==> src/rtl/cdi_pkg.sv <==
// Package: register map, field positions and reset values of the CPU-domain idle block
package cdi_pkg;
	localparam int          ADDR_W           = 16;
	localparam int          DATA_W           = 16;
	localparam logic [15:0] CONFIG_OFFSET    = 16'h0001;
	localparam logic [15:0] MIRROR_OFFSET    = 16'h0002;
	localparam logic [15:0] CONFIG_RESET     = 16'h0000;
	localparam logic [15:0] MIRROR_RESET     = 16'h0000;
	localparam int          ACCEL_BIT        = 9;
	localparam int          FETCH_BIT        = 8;
	localparam int          MEM_BIT          = 7;
	localparam int          IO_BIT           = 6;
	localparam int          DATA_BIT         = 5;
	localparam int          CORE_BIT         = 0;
	localparam int          PATTERN_LSB      = 1;
	localparam int          PATTERN_MSB      = 4;
	localparam logic [3:0]  PATTERN_VALUE    = 4'h7;
	// Only these bits exist; the rest read as zero
	localparam logic [15:0] CONFIG_MASK      = 16'h03FF;
	localparam logic [15:0] MIRROR_MASK      = 16'h03E1;
	// Bits that an unmasked interrupt clears on wake-up
	localparam logic [15:0] WAKE_CLEAR_MASK  = 16'h0161;
	localparam logic [15:0] PORT_BITS_MASK   = 16'h01E0;
	localparam logic [15:0] CPU_PORT_MASK    = 16'h0160;
endpackage : cdi_pkg

==> src/rtl/cdi_idle_ctrl.sv <==
// CPU-domain idle configuration, idle status mirror and clock-gate drive
//
// The address-and-strobe port was decided locally.
`timescale 1ns/1ns
// How it works
// - Config bit 9 idles the accelerator
// - Config bit 8 idles the fetch port
// - Config bit 7 idles the memory port
// - Config bit 6 idles the I/O port
// - Config bit 5 idles the data port
// - Config bit 0 idles the core
// - Status bit 9 shows accelerator stopped
// - Status bit 8 shows fetch port off
// - Status bit 7 shows memory port off
// - Status bit 6 shows I/O port off
// - Status bit 5 shows data port off
// - Status read-only, resets zero, reserved zero
// - Idle instruction copies config into status
// - Interrupt clears bits 0,5,6,8 immediately
// - Invalid idle raises fault, status unchanged
module cdi_idle_ctrl (
	input  wire logic        ref_clk,
	input  wire logic        rst,
	input  wire logic        clk_en,
	input  wire logic [15:0] reg_addr,
	input  wire logic [15:0] reg_wdata,
	input  wire logic        reg_wr,
	input  wire logic        reg_rd,
	output logic      [15:0] reg_rdata,
	input  wire logic        idle_exec,
	input  wire logic        wake_irq,
	output logic             bus_fault_flag,
	output logic             core_clk_stop,
	output logic             fetch_port_clk_stop,
	output logic             mem_port_clk_stop,
	output logic             io_port_clk_stop,
	output logic             data_port_clk_stop,
	output logic             accel_clk_stop
);

	// ----------------------------------------------------------------
	// Register state
	// ----------------------------------------------------------------
	logic [15:0] idle_request_config_r;
	logic [15:0] idle_request_config_nxt;
	logic [15:0] idle_state_mirror_r;
	logic [15:0] idle_state_mirror_nxt;
	logic [15:0] reg_rdata_r;
	logic [15:0] reg_rdata_nxt;
	logic        bus_fault_flag_r;
	logic        bus_fault_flag_nxt;
	logic        idle_valid;
	logic        idle_bad;
	logic        cfg_wr_hit;
	logic        mirror_rd_hit;
	logic        pattern_ok;
	logic        port_req;
	logic        cpu_port_req;
	logic [3:0]  sleep_pattern_field;
	logic [15:0] mirror_live;

	assign sleep_pattern_field = idle_request_config_r[cdi_pkg::PATTERN_MSB:cdi_pkg::PATTERN_LSB];
	assign cfg_wr_hit          = reg_wr && (reg_addr == cdi_pkg::CONFIG_OFFSET);
	assign mirror_rd_hit       = reg_rd && (reg_addr == cdi_pkg::MIRROR_OFFSET);

	// ----------------------------------------------------------------
	// Idle request validity
	// ----------------------------------------------------------------
	// Software is expected to hold the pattern; hardware only guards it
	// A bad idle is refused as a whole, so no port is left half gated
	always_comb begin
		pattern_ok   = (sleep_pattern_field == cdi_pkg::PATTERN_VALUE);
		port_req     = (idle_request_config_r & cdi_pkg::PORT_BITS_MASK) != 16'h0000;
		cpu_port_req = (idle_request_config_r & cdi_pkg::CPU_PORT_MASK) != 16'h0000;
		idle_valid   = 1'b1;
		if (port_req && !pattern_ok) begin
			idle_valid = 1'b0;
		end
		if (cpu_port_req && !idle_request_config_r[cdi_pkg::CORE_BIT]) begin
			idle_valid = 1'b0;
		end
		idle_bad     = idle_exec && !idle_valid;
	end

	// ----------------------------------------------------------------
	// Configuration register
	// ----------------------------------------------------------------
	// Stored only; the gates never look at this register
	always_comb begin
		idle_request_config_nxt = idle_request_config_r;
		if (cfg_wr_hit) begin
			idle_request_config_nxt = reg_wdata & cdi_pkg::CONFIG_MASK;
		end
	end

	always_ff @(posedge ref_clk or posedge rst) begin
		if (rst) begin
			idle_request_config_r <= cdi_pkg::CONFIG_RESET;
		end else if (clk_en) begin
			idle_request_config_r <= idle_request_config_nxt;
		end
	end

	// ----------------------------------------------------------------
	// Idle status mirror
	// ----------------------------------------------------------------
	// No write path: the mirror is read-only
	// Idle and wake together: copy first, then the wake clear
	always_comb begin
		idle_state_mirror_nxt = idle_state_mirror_r;
		if (idle_exec && idle_valid) begin
			idle_state_mirror_nxt = idle_request_config_r & cdi_pkg::MIRROR_MASK;
		end
		// Memory port and accelerator stay stopped on wake
		if (wake_irq) begin
			idle_state_mirror_nxt = idle_state_mirror_nxt & ~cdi_pkg::WAKE_CLEAR_MASK;
		end
	end

	always_ff @(posedge ref_clk or posedge rst) begin
		if (rst) begin
			idle_state_mirror_r <= cdi_pkg::MIRROR_RESET;
		end else if (clk_en) begin
			idle_state_mirror_r <= idle_state_mirror_nxt;
		end
	end

	// ----------------------------------------------------------------
	// Bus fault flag
	// ----------------------------------------------------------------
	// A new fault in the cycle of a status read wins over the clear
	always_comb begin
		bus_fault_flag_nxt = bus_fault_flag_r;
		if (mirror_rd_hit) begin
			bus_fault_flag_nxt = 1'b0;
		end
		if (idle_bad) begin
			bus_fault_flag_nxt = 1'b1;
		end
	end

	always_ff @(posedge ref_clk or posedge rst) begin
		if (rst) begin
			bus_fault_flag_r <= 1'b0;
		end else if (clk_en) begin
			bus_fault_flag_r <= bus_fault_flag_nxt;
		end
	end

	// ----------------------------------------------------------------
	// Register read-back
	// ----------------------------------------------------------------
	// Data stand one cycle after the strobe, zero otherwise
	always_comb begin
		reg_rdata_nxt = 16'h0000;
		if (reg_rd) begin
			case (reg_addr)
				cdi_pkg::CONFIG_OFFSET: reg_rdata_nxt = idle_request_config_r;
				cdi_pkg::MIRROR_OFFSET: reg_rdata_nxt = mirror_live;
				default:                reg_rdata_nxt = 16'h0000;
			endcase
		end
	end

	always_ff @(posedge ref_clk or posedge rst) begin
		if (rst) begin
			reg_rdata_r <= 16'h0000;
		end else if (clk_en) begin
			reg_rdata_r <= reg_rdata_nxt;
		end
	end

	// ----------------------------------------------------------------
	// Clock-gate drive
	// ----------------------------------------------------------------
	// Wake acts without a clock edge, since the core clock itself is stopped
	assign mirror_live = wake_irq ? (idle_state_mirror_r & ~cdi_pkg::WAKE_CLEAR_MASK) : idle_state_mirror_r;

	assign accel_clk_stop      = mirror_live[cdi_pkg::ACCEL_BIT];
	assign fetch_port_clk_stop = mirror_live[cdi_pkg::FETCH_BIT];
	assign mem_port_clk_stop   = mirror_live[cdi_pkg::MEM_BIT];
	assign io_port_clk_stop    = mirror_live[cdi_pkg::IO_BIT];
	assign data_port_clk_stop  = mirror_live[cdi_pkg::DATA_BIT];
	assign core_clk_stop       = mirror_live[cdi_pkg::CORE_BIT];
	assign reg_rdata           = reg_rdata_r;
	assign bus_fault_flag      = bus_fault_flag_r;
endmodule : cdi_idle_ctrl

==> config.mk <==
export PLATFORM = sky130hd
export DESIGN_NAME = cdi_idle_ctrl
export DESIGN_NICKNAME = d
export VERILOG_FILES = /design/src/rtl/cdi_pkg.sv /design/src/rtl/cdi_idle_ctrl.sv
export SDC_FILE = /design/constraint.sdc
export NUM_CORES = 1
export LEC_CHECK = 0
export BUFFER_PORTS_ARGS = -buffer_cell sky130_fd_sc_hd__buf_2
export CAP_MARGIN = 20
export CORE_UTILIZATION = 46
export CTS_BUF_LIST = sky130_fd_sc_hd__clkbuf_16
export CTS_CLUSTER_DIAMETER = 150
export DETAILED_ROUTE_END_ITERATION = 12
export HOLD_SLACK_MARGIN = 0.15
export PLACE_DENSITY = 0.78
export SLEW_MARGIN = 20
export SYNTH_ARGS = -nofsm -noshare
export SYNTH_HDL_FRONTEND = slang
export SYNTH_SLANG_ARGS = --single-unit
export TNS_END_PERCENT = 50
==> constraint.sdc <==
create_clock -name ref_clk -period 2.1 [get_ports ref_clk]
set_input_delay 0.105 -clock ref_clk [delete_from_list [all_inputs] [get_ports ref_clk]]
set_output_delay 0.105 -clock ref_clk [all_outputs]
set_load 0.005 [all_outputs]
# Yosys cells after proc, flatten, opt, wreduce, memory -nomap -nowiden

Index checks and enable logic that the tools add are counted.

Register bits after elaboration: 43
Bits of input ports: 39
Output and inout bits: 23
Logic and storage cells: 33

Eq/ne operators: 3
Mux-type cells: 9
Reduce and logical (&&, ||, !) cells: 16

Operators with widths:

| cell                                                              | count |
|---|---|
| 16-bit 2-to-1 mux                                                 | 2 |
| 16-bit case mux with 2 select lines                               | 1 |
| 16-bit nonzero test                                               | 2 |
| 9-bit 2-to-1 mux                                                  | 2 |
| 16-bit by 1-bit == test with 1-bit output (second input constant) | 1 |
| 16-bit by 2-bit == test with 1-bit output (second input constant) | 1 |
| 1-bit logical AND                                                 | 6 |
| 2-bit AND reduction                                               | 3 |
| 4-bit by 3-bit == test with 1-bit output (second input constant)  | 1 |
| 1-bit 2-to-1 mux                                                  | 4 |
| 2-bit nonzero test                                                | 2 |
| 1-bit logical NOT                                                 | 3 |

# Depth between registers and ports, before layout

Gate-level depths: netlist (run 1).

Depth after elaboration: 9
Gate-level depth with buffers: 4

# Least setup slack after synthesis (run 1)

No wires, ideal clock.

Kind: register -> register
Start point: reg idle_request_config_r[5]
End point: reg idle_state_mirror_r[9]
Arrival time: 1.428 ns
Slack: 0.547 ns
Cell stages (with the launch flop): 4
Path through: dfrtp_1 or4_4 a21oi_1 mux2_2

Word-level cells in the longest chain between the ends: 6

Ends and longest elaborated chain:

| item                   | RTL line             | text |
|---|---|---|
| start, declared        | cdi_idle_ctrl.sv:44  | `logic [15:0] idle_request_config_r;` |
| start signal, assigned | cdi_idle_ctrl.sv:98  | `idle_request_config_r <= cdi_pkg::CONFIG_RESET;` |
| start signal, assigned | cdi_idle_ctrl.sv:100 | `idle_request_config_r <= idle_request_config_nxt;` |
| 16-bit nonzero test    | cdi_idle_ctrl.sv:73  | `port_req = (idle_request_config_r & cdi_pkg::PORT_BITS_MASK) != 16'h0000;` |
| 1-bit logical AND      | cdi_idle_ctrl.sv:76  | `if (port_req && !pattern_ok) begin` |
| 1-bit 2-to-1 mux       | cdi_idle_ctrl.sv:76  |  |
| 1-bit 2-to-1 mux (*)   | cdi_idle_ctrl.sv:79  | `if (cpu_port_req && !idle_request_config_r[cdi_pkg::CORE_BIT]) begin` |
| 1-bit logical AND (*)  | cdi_idle_ctrl.sv:111 | `if (idle_exec && idle_valid) begin` |
| 16-bit 2-to-1 mux (*)  | cdi_idle_ctrl.sv:111 |  |
| end signal, assigned   | cdi_idle_ctrl.sv:122 | `idle_state_mirror_r <= cdi_pkg::MIRROR_RESET;` |
| end signal, assigned   | cdi_idle_ctrl.sv:124 | `idle_state_mirror_r <= idle_state_mirror_nxt;` |
| end, declared          | cdi_idle_ctrl.sv:46  | `logic [15:0] idle_state_mirror_r;` |

Mark *: on every way between the ends. The rest lies on a longest branch, timed or not. The select of a mux whose other input is x is not followed.
A chain may end at the register's enable or synchronous reset.

# Worst setup path in the final report (run 1)

Start point: reg idle_request_config_r[5]
End point: reg idle_state_mirror_r[0]

Word-level cells in the longest chain between the ends: 7

Ends and longest elaborated chain:

| item                                     | RTL line |
|---|---|
| 16-bit nonzero test                      | cdi_idle_ctrl.sv:73 |
| 1-bit logical AND                        | cdi_idle_ctrl.sv:76 |
| 1-bit 2-to-1 mux                         | cdi_idle_ctrl.sv:76 |
| 1-bit 2-to-1 mux (*)                     | cdi_idle_ctrl.sv:79 |
| 1-bit logical AND (*)                    | cdi_idle_ctrl.sv:111 |
| 2-bit nonzero test (no source line) (*)  | -- |
| 2-bit AND reduction (no source line) (*) | -- |

Mark *: on every way between the ends. The rest lies on a longest branch, timed or not.

==> results.rst, run 1 <==
.. list-table::
   :header-rows: 1

   * - Metric
     - Value
   * - Number of clock buffers inserted by TritonCTS
     - 3
   * - Number of synthesized flops with an enable pin
     - 0
   * - FF-to-FF End
     - idle_state_mirror_r[0]$_DFFE_PP0P_
   * - Post-Place Cell Area
     - 1598 um^2
   * - DRT iter0 DRCs
     - 13
   * - Detailed-route via count
     - 1126
   * - Worst hold margin
     - 256.2 ps
   * - Placed cell count
     - 190
   * - VDD IR-drop max
     - about 570 uV
   * - Detailed-routing iteration count for the pre-antenna-repair pass
     - 4
   * - Comb pwr share
     - under 10%
   * - Cell with the biggest individual delay on the critical path
     - sky130_fd_sc_hd__or4_4
   * - Maximum Capacitance Violations
     - 0
   * - Buffer type at the clock tree root
     - sky130_fd_sc_hd__clkbuf_16
   * - Slew of the pin with the lowest slew margin
     - between 500 and 600 ps
   * - I/O pin count
     - 62
   * - Post-Synthesis Cells
     - 110
   * - Power consumption
     - 1.044 mW
   * - R2R Setup Slk
     - roughly 420 ps
   * - Crit path launch
     - idle_request_config_r[5]$_DFFE_PP0P_
   * - Global router's overall resource usage
     - 20.88%
   * - Area growth from synthesis to final layout
     - 34.56%
   * - Share of power burned in registers
     - 49.9%
   * - Remaining design rule violation count
     - 0
   * - Worst path required time
     - about 2300 ps
   * - Synthesized area divided by synthesized cell count
     - 12.08 um^2
   * - Post-DP HPWL
     - 2221 um
   * - Chip Width
     - 55.75 um
   * - Time the final worst path needs with I/O delays and setup
     - between 1500 and 2000 ps
   * - Share of cells above drive strength 1
     - 38.51%
   * - Clock Latency Late Sink
     - 260 ps
   * - GP Congestion
     - 0.7800
   * - Layout Nets
     - 214
   * - Antenna Nets Post-Route
     - 0
   * - Worst slew margin relative to its limit
     - between 60 and 70%
   * - Arrival time worst endpoint
     - 1870 ps
   * - Critical path's top delay family
     - compound AO/OA/AOI/OAI gates
   * - RSZ-0062 raised after global routing
     - no
   * - Die H
     - 55.75 um
   * - Count of cell instances traversed by the critical path
     - 3
   * - Number of sinks driven by the clock tree
     - 27
   * - Worst setup path endpoint
     - idle_state_mirror_r[0]$_DFFE_PP0P_
   * - CTS clk-pin slew, worst paths
     - 70 ps
   * - Critical-path maximum fanout
     - 5
   * - Number of buffer cells added on primary ports
     - 49
   * - Startpoint of the worst-slack reg-to-reg timing path
     - idle_request_config_r[5]$_DFFE_PP0P_
   * - Commonest non-fill, non-tap cell in the layout
     - sky130_fd_sc_hd__buf_2
   * - Post-synthesis sequential area ratio
     - 50.85%
   * - Switching power of the nets
     - 220.7 uW
   * - Via density per instance
     - 5.493
   * - Starting density of the core
     - between 40% and 50%
   * - Unique cell type count in the Yosys netlist
     - 33
   * - Number of H-tree branching levels
     - 1
   * - Total gr overflow
     - 0
   * - Outcome
     - completed
   * - Setup violators final
     - 0
   * - Clock tree from TritonCTS
     - yes
   * - Lkg Pwr
     - 0.9606 nW
   * - Flops & latches, synth
     - 27
   * - Skew final
     - between 2 and 3 ps
   * - Achievable Freq
     - 0.5968 GHz
   * - Number of antenna repair diodes
     - 0
   * - Worst reg-to-reg path cell count
     - 3
   * - Pin count of the biggest net entering global routing
     - 28
   * - Post-route clock period utilization
     - 79.78%
   * - Switching part of the total
     - 21.14%
   * - PD cells
     - 583.9 nW/um^2
   * - Post-Layout Inst Area
     - approximately 1800 um^2
   * - Cell depth of the worst hold path
     - 3
   * - Hold WC Path Type
     - primary input to register
   * - Placeable core region
     - between 2000 and 3000 um^2
   * - Drt total wl
     - 2997 um
   * - First-pass GRT wire length
     - 5092 um
   * - Mapped Area
     - 1329 um^2
   * - Commonest cells after routing, fill and taps aside
     - sky130_fd_sc_hd__buf_2, sky130_fd_sc_hd__dfrtp_1, sky130_fd_sc_hd__dlygate4sd3_1, sky130_fd_sc_hd__mux2_1
   * - Critical Path Source Type
     - register
   * - Critical Path End Type
     - register
   * - Critical path, cell by cell
     - or4_4 -> a2111oi_1 -> a21o_1
   * - Most instantiated flip-flop cell in the synthesis netlist
     - sky130_fd_sc_hd__dfrtp_1
   * - Number of fillers in the final layout
     - 238
   * - Bufs and invs on worst path
     - 0
   * - Via count of the first global-routing pass
     - around 1200
   * - Slowest Stage Delay on Critical Path
     - roughly 580 ps
   * - Relative contribution of the clock network to total power
     - 41.4%
   * - CTS max path bufs
     - 2
   * - Fraction of registers with async set/reset
     - 100.0%
   * - Final-report hold violation count
     - 0
   * - Site Rows
     - 19
   * - Total negative slack for setup checks
     - 0 ps
   * - Final standard cell count with taps included and fillers excluded
     - 205
   * - Die Area
     - 3108 um^2
   * - Post-CTS sizing
     - 0
   * - Crit Path Category
     - register to register
   * - Internal power
     - 823.3 uW
   * - Final number of max-transition violations
     - 0
   * - Total of warnings raised by yosys
     - 0
   * - Routed len/inst
     - 14.62 um
   * - Number of antenna violations at the first check in global routing
     - 0
## flip-flops by register name, indices dropped and copies added (netlist names)
signal and count:
idle_request_config_r 10, reg_rdata 10, idle_state_mirror_r 6, bus_fault_flag 1
## final cells by class
cell class                      count  area, um^2  area share (%)
Clock inverter                      1       5.005          0.2799
Timing Repair Buffer               62       370.4           20.71
Multi-Input combinational cell     78       611.8           34.22
Inverter                            3       11.26          0.6298
Tap cell                           31       38.79           2.169
Clock buffer                        3       75.07           4.199
Sequential cell                    27       675.6           37.79
## Yosys cell counts (3+ instances only)
library cell,n,area share (%)
sky130_fd_sc_hd__dfrtp_1,27,51
sky130_fd_sc_hd__mux2_1,10,8.5
sky130_fd_sc_hd__a22o_1,7,4.6
sky130_fd_sc_hd__nand2_1,7,2.0
sky130_fd_sc_hd__a21o_1,6,3.4
sky130_fd_sc_hd__buf_4,6,3.4
sky130_fd_sc_hd__nor2b_1,6,2.8
sky130_fd_sc_hd__o2bb2ai_1,6,4.0
sky130_fd_sc_hd__nor2_1,5,1.4
sky130_fd_sc_hd__inv_1,3,0.85
## tightest hold or removal path: stages
cell and delay (ps):
sky130_fd_sc_hd__buf_2 110, sky130_fd_sc_hd__nand2_1 140, sky130_fd_sc_hd__o21ai_0 110
## what timing repair did
action	in CTS	in global routing
endpoints found under the hold margin	37	0
buffers inserted	0	0
hold buffers	11	0
## power by group through the flow
stage	Sequential (mW)	Clock (mW)	Combinational (mW)
after floorplan	0.531	0	0.0364
after global placement	0.531	0	0.0726
after detailed placement	0.531	0	0.0754
after CTS	0.521	0.441	0.0916
after global routing	0.521	0.462	0.101
final	0.521	0.432	0.0910
## routing by layer
| layer | part of all wire, % | vias to the layer above | track usage (%) |
|---|---|---|---|
| met5 | 0 | - | 0 |
| met4 | 2.0 | 0 | 7.500 |
| met3 | 4.2 | 6 | 4.419 |
| met2 | 53 | 32 | 37.87 |
| met1 | 40 | 560 | 24.12 |
| li1 | - | 528 | - |
## metrics by stage
| stage | setup WS (ps) | util [%] |
|---|---|---|
| 2_1_floorplan | 547.2 | - |
| 3_3_place_gp | 486.0 | 57.94 |
| 3_5_place_dp | 461.4 | 57.94 |
| 4_1_cts | 440.7 | 64.84 |
| 5_1_grt | 308.5 | 64.84 |
| 6_report | 424.5 | 64.84 |
## worst min-delay path by stage
stage                startpoint                                    to  slack, ps
detailed placement          rst  idle_request_config_r[3]$_DFFE_PP0P_        180
CTS                      clk_en            bus_fault_flag$_DFFE_PP0P_        250
floorplan                   rst            bus_fault_flag$_DFFE_PP0P_        160
global route        reg_addr[1]              reg_rdata[3]$_DFFE_PP0P_        280
global placement            rst  idle_request_config_r[3]$_DFFE_PP0P_        170
finish                   clk_en            bus_fault_flag$_DFFE_PP0P_        260
## cell families (layout without fill, tap and decap cells)
kind of cell | count (synthesis) | in the layout | share of synthesized area, %
buffers and inverters | 10 | 69 | 4.519
DFF | 27 | 27 | 50.85
muxes | 11 | 11 | 9.322
AOI/OAI and AO/OA | 28 | 28 | 17.51
other | 1 | 6 | 0.2822
and+or+nand+nor | 33 | 33 | 17.52
No activity file was read; power rests on OpenSTA's default activity.
==> inputs of run 2 (changes only) <==
- clock period: 2.1 -> 1.75 ns (I/O delays scaled with it)
==> run 2 against run 1 <==
Net effect: first-iteration DRC count increased by 54%; count of clock-buffer cells in the layout unchanged; die area unchanged; global-route usage down 0.37 points; flip-flop and latch count did not move; combinational power grew 20%; core utilization grew 0.41 points; worst hold slack worse by 19 ps; via count grew 0.62%; routed wire length grew 1.9%.
==> results.rst, run 2 (same netlist as run 1, synthesis figures left out) <==
.. list-table::
   :header-rows: 1

   * - Metric
     - Value
   * - Critical-path maximum fanout
     - 5 (unchanged)
   * - Critical Path Source Type
     - register
   * - Switching power of the nets
     - 255.3 uW (+16%)
   * - Detailed-routing iteration count for the pre-antenna-repair pass
     - 6 (+2)
   * - Routed len/inst
     - 14.83 um (+1.4%)
   * - GP Congestion
     - 0.7861 (+0.78%)
   * - Crit Path Category
     - register to register
   * - Clock Latency Late Sink
     - 260 ps (about the same)
   * - Startpoint of the worst-slack reg-to-reg timing path
     - idle_request_config_r[5]$_DFFE_PP0P_
   * - I/O pin count
     - 62 (unchanged)
   * - Internal power
     - 985.6 uW (+20%)
   * - Detailed-route via count
     - 1133 (+0.62%)
   * - Area growth from synthesis to final layout
     - 35.41%
   * - Global router's overall resource usage
     - 20.51% (-0.37 points)
   * - R2R Setup Slk
     - 90 ps (-340 ps)
   * - Critical hold path startpoint
     - reg_addr[7]
   * - Time the final worst path needs with I/O delays and setup
     - 1662 ps (-13.05 ps)
   * - Final-report hold violation count
     - 0 (unchanged)
   * - Buffer type at the clock tree root
     - sky130_fd_sc_hd__clkbuf_16
   * - VDD IR-drop max
     - 707.2 uV (+25%)
   * - Slowest Stage Delay on Critical Path
     - 580 ps (about the same)
   * - Critical path, cell by cell
     - or4_4 -> a2bb2oi_2 -> o21ai_2 -> a22o_1
   * - Comb pwr share
     - 8.8% (about the same)
   * - Clock tree from TritonCTS
     - yes
   * - Number of clock buffers inserted by TritonCTS
     - 3 (unchanged)
   * - Hold WC Path Type
     - primary input to register
   * - Cell with the biggest individual delay on the critical path
     - sky130_fd_sc_hd__or4_4
   * - Placeable core region
     - 2758 um^2 (unchanged)
   * - Arrival time worst endpoint
     - 1810 ps (-60 ps)
   * - RSZ-0062 raised after global routing
     - no
   * - Number of antenna repair diodes
     - 0 (unchanged)
   * - PD cells
     - 689.7 nW/um^2 (+18%)
   * - Outcome
     - completed
   * - Total gr overflow
     - 0 (unchanged)
   * - Via density per instance
     - 5.500 (+0.13%)
   * - Chip Width
     - 55.75 um (unchanged)
   * - Remaining design rule violation count
     - 0 (unchanged)
   * - Critical Path End Type
     - register
   * - First-pass GRT wire length
     - 5023 um (-1.4%)
   * - CTS clk-pin slew, worst paths
     - 60 ps (about the same)
   * - Switching part of the total
     - 20.57% (-0.56 points)
   * - Final number of max-transition violations
     - 0 (unchanged)
   * - Post-DP HPWL
     - 2214 um (-0.35%)
   * - Commonest cells after routing, fill and taps aside
     - sky130_fd_sc_hd__buf_2, sky130_fd_sc_hd__dfrtp_1, sky130_fd_sc_hd__dlygate4sd3_1, sky130_fd_sc_hd__mux2_1
   * - Setup violators final
     - 0 (unchanged)
   * - Share of power burned in registers
     - 50.4% (+0.5 points)
   * - Number of buffer cells added on primary ports
     - 49 (unchanged)
   * - Skew final
     - 4.430 ps (+1.607 ps)
   * - Worst path required time
     - 1900 ps (-400 ps)
   * - Share of cells above drive strength 1
     - 38.86% (+0.35 points)
   * - Crit path launch
     - idle_request_config_r[5]$_DFFE_PP0P_
   * - Total negative slack for setup checks
     - 0 ps (unchanged)
   * - Number of antenna violations at the first check in global routing
     - 0 (unchanged)
   * - Site Rows
     - 19 (unchanged)
   * - Lkg Pwr
     - 0.9673 nW (+0.69%)
   * - CTS max path bufs
     - 2 (unchanged)
   * - Commonest non-fill, non-tap cell in the layout
     - sky130_fd_sc_hd__buf_2
   * - Die Area
     - 3108 um^2 (unchanged)
   * - Post-Place Cell Area
     - 1605 um^2 (+0.47%)
   * - Post-Layout Inst Area
     - 1799 um^2 (+0.63%)
   * - Antenna Nets Post-Route
     - 0 (unchanged)
   * - DRT iter0 DRCs
     - 20 (+7)
   * - Relative contribution of the clock network to total power
     - 40.8% (-0.6 points)
   * - Drt total wl
     - 3055 um (+1.9%)
   * - Layout Nets
     - 215 (+0.47%)
   * - Starting density of the core
     - 48.19% (unchanged)
   * - Achievable Freq
     - 0.6015 GHz (+0.79%)
   * - Post-route clock period utilization
     - 95.00% (+15 points)
   * - Maximum Capacitance Violations
     - 0 (unchanged)
   * - Die H
     - 55.75 um (unchanged)
   * - Number of H-tree branching levels
     - 1 (unchanged)
   * - Number of sinks driven by the clock tree
     - 27 (unchanged)
   * - Pin count of the biggest net entering global routing
     - 28 (unchanged)
   * - Setup bufs post-CTS
     - 0 (unchanged)
   * - Via count of the first global-routing pass
     - 1125 (-2.7%)
## run 2: changes by cell type in the layout (fill, tap and decap cells not counted)
cell | before | now
sky130_fd_sc_hd__nor3_1 | 2 | 1
sky130_fd_sc_hd__nor3_2 | 1 | 2
sky130_fd_sc_hd__buf_4 | 2 | 3
sky130_fd_sc_hd__clkinv_2 | 1 | 0
sky130_fd_sc_hd__inv_1 | 3 | 4
## run 2: area by class of cell
cell class                      instances  area (um^2)
Clock inverter                          1        3.754
Clock buffer                            3        75.07
Tap cell                               31        38.79
Sequential cell                        27        675.6
Inverter                                3        11.26
Multi-Input combinational cell         78        616.8
Fill cell                             224        958.4
Timing Repair Buffer                   63        377.9
## run 2: power by group through the flow
stage	clock, mW	combinational (mW)	sequential (mW)
after global placement	0	0.0869	0.637
after CTS	0.518	0.110	0.626
after detailed placement	0	0.0903	0.638
final	0.506	0.109	0.626
after floorplan	0	0.0437	0.638
after global routing	0.536	0.121	0.626
## run 2: metrics by stage
stage                     setup slack (ps)  total power [mW]  hold WS [ps]  util (%)  cells
after global routing                 36.87             1.282         260.0     65.25    206
after floorplan                      197.2            0.6813         140.2         -    115
final                                87.57             1.241         237.1     65.25    206
after global placement               142.3            0.7244         152.8     58.21    191
after CTS                            101.2             1.253         233.2     65.06    206
after detailed placement             129.3            0.7280         158.8     58.21    191
## run 2: worst paths after layout
kind / to / cells after the start
max: idle_state_mirror_r[6]$_DFFE_PP0P_ / 4
min: reg_rdata[9]$_DFFE_PP0P_ / 4
max reg2reg: idle_state_mirror_r[6]$_DFFE_PP0P_ / 4
min reg2reg: reg_rdata[9]$_DFFE_PP0P_ / 1
max in group asynchronous: idle_request_config_r[9]$_DFFE_PP0P_ / 4
min in group asynchronous: reg_rdata[7]$_DFFE_PP0P_ / 4
## run 2: timing repair
| action | 4_1_cts | 5_1_grt |
|---|---|---|
| endpoints found under the setup margin | 0 | 1 |
| endpoints found under the hold margin | 37 | 0 |
| gates resized for setup | 0 | 1 |
| hold buffers | 11 | 0 |
## run 2: routing by layer
layer	global-route usage [%]	wire length (um)	vias up
met3	4.419	126	4
met1	23.96	1209	555
li1	-	-	536
met4	3.571	24	0
met2	38.73	1694	38
met5	0	0	-
## run 2: worst max-delay path: cells and delay by family (launching register included)
kind	cells	cell delay, ps
AO/OA/AOI/OAI	3	540
flip-flops	1	430
AND/OR/NAND/NOR	1	580
==> inputs of run 3 (changes only) <==
- ABC_AREA: not set -> 1
- CORE_UTILIZATION: 46 -> 48
- PLACE_DENSITY: 0.78 -> 0.79
==> run 3 against run 2 <==
Net effect: worst setup slack gained 190 ps; sequential power hardly changed; flip-flop and latch count is the same; via count up 20%; count of clock-buffer cells in the layout stayed put; die area up 9.9%; synthesized cell count increased by 71%; synthesized area grew 15%; power up 2.3%; clock power grew 3%; critical path depth up 2; combinational power increased by 14%; largest power group unchanged.
==> results.rst, run 3 <==
.. list-table::
   :header-rows: 1

   * - Metric
     - Value
   * - Number of synthesized flops with an enable pin
     - 0 (unchanged)
   * - Via count of the first global-routing pass
     - 1284 (+14%)
   * - Setup violators final
     - 0 (unchanged)
   * - Global router's overall resource usage
     - 21.07% (+0.56 points)
   * - Site Rows
     - 20 (+1)
   * - Commonest cells after routing, fill and taps aside
     - sky130_fd_sc_hd__buf_2, sky130_fd_sc_hd__nand2_1, sky130_fd_sc_hd__inv_1, sky130_fd_sc_hd__dfrtp_1, sky130_fd_sc_hd__nand3_1
   * - Final-report hold violation count
     - 0 (unchanged)
   * - Placeable core region
     - 3028 um^2 (+9.8%)
   * - CTS clk-pin slew, worst paths
     - 70 ps (about the same)
   * - Library cell with the highest instance count after synthesis
     - sky130_fd_sc_hd__nand2_1
   * - Routed len/inst
     - 10.99 um (-26%)
   * - Slowest Stage Delay on Critical Path
     - 430 ps (-150 ps)
   * - Hold WC Path Type
     - primary input to register
   * - Bufs and invs on worst path
     - 0 (unchanged)
   * - Synthesized area divided by synthesized cell count
     - 8.133 um^2 (-33%)
   * - Pin count of the biggest net entering global routing
     - 28 (unchanged)
   * - FF-to-FF End
     - idle_state_mirror_r[7]$_DFFE_PP0P_
   * - Achievable Freq
     - 0.6808 GHz (+13%)
   * - Startpoint of the worst-slack reg-to-reg timing path
     - idle_request_config_r[5]$_DFFE_PP0P_
   * - Most used cell, CP
     - sky130_fd_sc_hd__nand3_1
   * - Commonest non-fill, non-tap cell in the layout
     - sky130_fd_sc_hd__buf_2
   * - Number of antenna violations at the first check in global routing
     - 0 (unchanged)
   * - Detailed-route via count
     - 1363 (+20%)
   * - Total gr overflow
     - 0 (unchanged)
   * - Total of warnings raised by yosys
     - 0 (unchanged)
   * - Relative contribution of the clock network to total power
     - 41.1% (+0.3 points)
   * - Post-route clock period utilization
     - 83.94% (-11 points)
   * - Number of clock buffers inserted by TritonCTS
     - 3 (unchanged)
   * - GP Congestion
     - 0.7964 (+1.3%)
   * - Area growth from synthesis to final layout
     - 29.21%
   * - Maximum Capacitance Violations
     - 0 (unchanged)
   * - VDD IR-drop max
     - 547.0 uV (-23%)
   * - Crit Path Category
     - register to register
   * - Antenna Nets Post-Route
     - 0 (unchanged)
   * - Clock tree from TritonCTS
     - yes
   * - Number of buffer cells added on primary ports
     - 49 (unchanged)
   * - Critical Path Source Type
     - register
   * - Final number of max-transition violations
     - 0 (unchanged)
   * - Critical hold path startpoint
     - reg_addr[0]
   * - Fraction of registers with async set/reset
     - 100.0% (unchanged)
   * - Time the final worst path needs with I/O delays and setup
     - 1469 ps (-193.5 ps)
   * - Critical Path End Type
     - register
   * - Post-Synthesis Cells
     - 188 (+71%)
   * - Die H
     - 58.44 um (+4.8%)
   * - Most instantiated flip-flop cell in the synthesis netlist
     - sky130_fd_sc_hd__dfrtp_1
   * - Internal power
     - 985.6 uW (about the same)
   * - Post-synthesis sequential area ratio
     - 44.19% (-6.7 points)
   * - Remaining design rule violation count
     - 0 (unchanged)
   * - Worst path required time
     - 1890 ps (about the same)
   * - Critical-path maximum fanout
     - 8 (+3)
   * - Layout Nets
     - 290 (+35%)
   * - Switching power of the nets
     - 284.1 uW (+11%)
   * - PD cells
     - 642.7 nW/um^2 (-6.8%)
   * - Buffer type at the clock tree root
     - sky130_fd_sc_hd__clkbuf_16
   * - Worst reg-to-reg path cell count
     - 6 (+2)
   * - DRT iter0 DRCs
     - 50 (+150%)
   * - Via density per instance
     - 4.636 (-16%)
   * - Share of cells above drive strength 1
     - 30.40% (-8.5 points)
   * - RSZ-0062 raised after global routing
     - no
   * - Lkg Pwr
     - 1.116 nW (+15%)
   * - Cell types with the largest area share after synthesis
     - sky130_fd_sc_hd__dfrtp_1, sky130_fd_sc_hd__nand2_1, sky130_fd_sc_hd__nand3_1
   * - R2R Setup Slk
     - 280 ps (+190 ps)
   * - Arrival time worst endpoint
     - 1610 ps (-200 ps)
   * - Unique cell type count in the Yosys netlist
     - 18 (-45%)
   * - I/O pin count
     - 62 (unchanged)
   * - Switching part of the total
     - 22.38% (+1.8 points)
   * - Cell depth of the worst hold path
     - 5 (+1)
   * - Mapped Area
     - 1529 um^2 (+15%)
   * - Comb pwr share
     - 9.8% (+1.0 points)
   * - Number of sinks driven by the clock tree
     - 27 (unchanged)
   * - Post-DP HPWL
     - 2383 um (+7.7%)
   * - Skew final
     - 1.574 ps (-2.856 ps)
   * - CTS max path bufs
     - 2 (unchanged)
   * - Starting density of the core
     - 50.50% (+2.3 points)
   * - Critical path, cell by cell
     - nor2_1 -> nand3_1 -> o21ai_2 -> nand3_1 -> nand2_1 -> o21ai_0
   * - Top cell types by occurrence after synthesis
     - sky130_fd_sc_hd__nand2_1, sky130_fd_sc_hd__inv_1, sky130_fd_sc_hd__dfrtp_1
   * - Number of H-tree branching levels
     - 1 (unchanged)
   * - Number of antenna repair diodes
     - 0 (unchanged)
   * - Cell with the biggest individual delay on the critical path
     - sky130_fd_sc_hd__dfrtp_1
   * - Chip Width
     - 58.44 um (+4.8%)
   * - Total negative slack for setup checks
     - 0 ps (unchanged)
   * - Drt total wl
     - 3232 um (+5.8%)
   * - Post-CTS sizing
     - 0 (unchanged)
   * - Worst Hold End
     - bus_fault_flag$_DFFE_PP0P_
   * - Die Area
     - 3415 um^2 (+9.9%)
   * - Flops & latches, synth
     - 27 (unchanged)
   * - Critical path's top delay family
     - simple AND/OR/NAND/NOR gates
   * - Setup bufs post-CTS
     - 0 (unchanged)
   * - Detailed-routing iteration count for the pre-antenna-repair pass
     - 4 (-2)
   * - Outcome
     - completed
   * - First-pass GRT wire length
     - 5513 um (+9.8%)
   * - Worst hold margin
     - 171.9 ps (-65.22 ps)
   * - Share of the synthesized area in the top cell type
     - 44.19% (-6.7 points)
   * - Cell taking the most area after synthesis
     - sky130_fd_sc_hd__dfrtp_1
   * - Share of power burned in registers
     - 49.2% (-1.2 points)
   * - Clock Latency Late Sink
     - 260 ps (about the same)
-- run 3: cell types whose count changed after synthesis, sizes merged, moves of 4 or more --
cell and change:
a22o -7, buf +4, nor2b -6, inv +29, nor2 +12, a21o -6, nand2 +41, mux2 -11
o2bb2ai -6, nand3 +26, o21ai +19
-- run 3: worst max-delay path by stage --
stage / startpoint / to / slack (ps) / cells after the start
5_1_grt: idle_request_config_r[5]$_DFFE_PP0P_ / idle_state_mirror_r[7]$_DFFE_PP0P_ / 130 / 6
6_report: idle_request_config_r[5]$_DFFE_PP0P_ / idle_state_mirror_r[7]$_DFFE_PP0P_ / 280 / 6
4_1_cts: idle_request_config_r[5]$_DFFE_PP0P_ / idle_state_mirror_r[7]$_DFFE_PP0P_ / 270 / 6
2_1_floorplan: idle_request_config_r[5]$_DFFE_PP0P_ / idle_state_mirror_r[0]$_DFFE_PP0P_ / 600 / 6
3_3_place_gp: idle_request_config_r[5]$_DFFE_PP0P_ / idle_state_mirror_r[6]$_DFFE_PP0P_ / 440 / 6
3_5_place_dp: idle_request_config_r[5]$_DFFE_PP0P_ / idle_state_mirror_r[5]$_DFFE_PP0P_ / 340 / 6
-- run 3: repair_timing --
| item | in CTS | in global routing |
|---|---|---|
| hold endpoints to repair | 43 | 0 |
| endpoints found under the setup margin | 0 | 0 |
| hold buffers | 12 | 0 |
-- run 3: cells by family after synthesis --
kind of cell	synth area share, %
buffers and inverters	13.75
AO/OA/AOI/OAI	9.901
other	0.2453
flip-flops	44.19
AND/OR/NAND/NOR	31.92
-- run 3: through the flow --
stage	area, um^2	total power [mW]	setup slack, ps	std cells	utilization [%]
final	1976	1.270	281.1	294	65.25
after global routing	1976	1.310	128.9	294	65.25
after CTS	1976	1.270	265.0	294	65.25
after detailed placement	1777	0.7398	337.6	278	58.68
after global placement	1777	0.7371	438.5	278	58.68
after floorplan	1548	0.6998	601.4	193	-
-- run 3: cell type report --
cell class	count	area, um^2
clock buffers	3	75.07
clock inverters	1	3.754
fillers	285	1052
inverters	33	123.9
multi-input cells	123	661.9
flip-flops and latches	27	675.6
well taps	44	55.05
repair buffers	63	380.4
-- run 3: power by group through the flow --
stage / Combinational, mW / Clock [mW] / Sequential, mW
after floorplan: 0.0637 / 0 / 0.636
after global placement: 0.101 / 0 / 0.636
after detailed placement: 0.104 / 0 / 0.636
after CTS: 0.124 / 0.522 / 0.624
after global routing: 0.141 / 0.545 / 0.624
final: 0.124 / 0.521 / 0.624
-- run 3: routing by layer --
metal  vias to the layer above  track usage (%)  wire length [um]
met1                       620            26.14              1462
met2                        42            38.59              1595
met5                         -                0                 0
li1                        697                -                 -
met4                         0            5.782                41
met3                         4            2.637               132
-- run 3: worst register-to-register path, cell delays in order (launching register included) --
cell and delay, ps:
sky130_fd_sc_hd__dfrtp_1 430, sky130_fd_sc_hd__nor2_1 200, sky130_fd_sc_hd__nand3_1 110, sky130_fd_sc_hd__o21ai_2 100
sky130_fd_sc_hd__nand3_1 260, sky130_fd_sc_hd__nand2_1 150, sky130_fd_sc_hd__o21ai_0 90
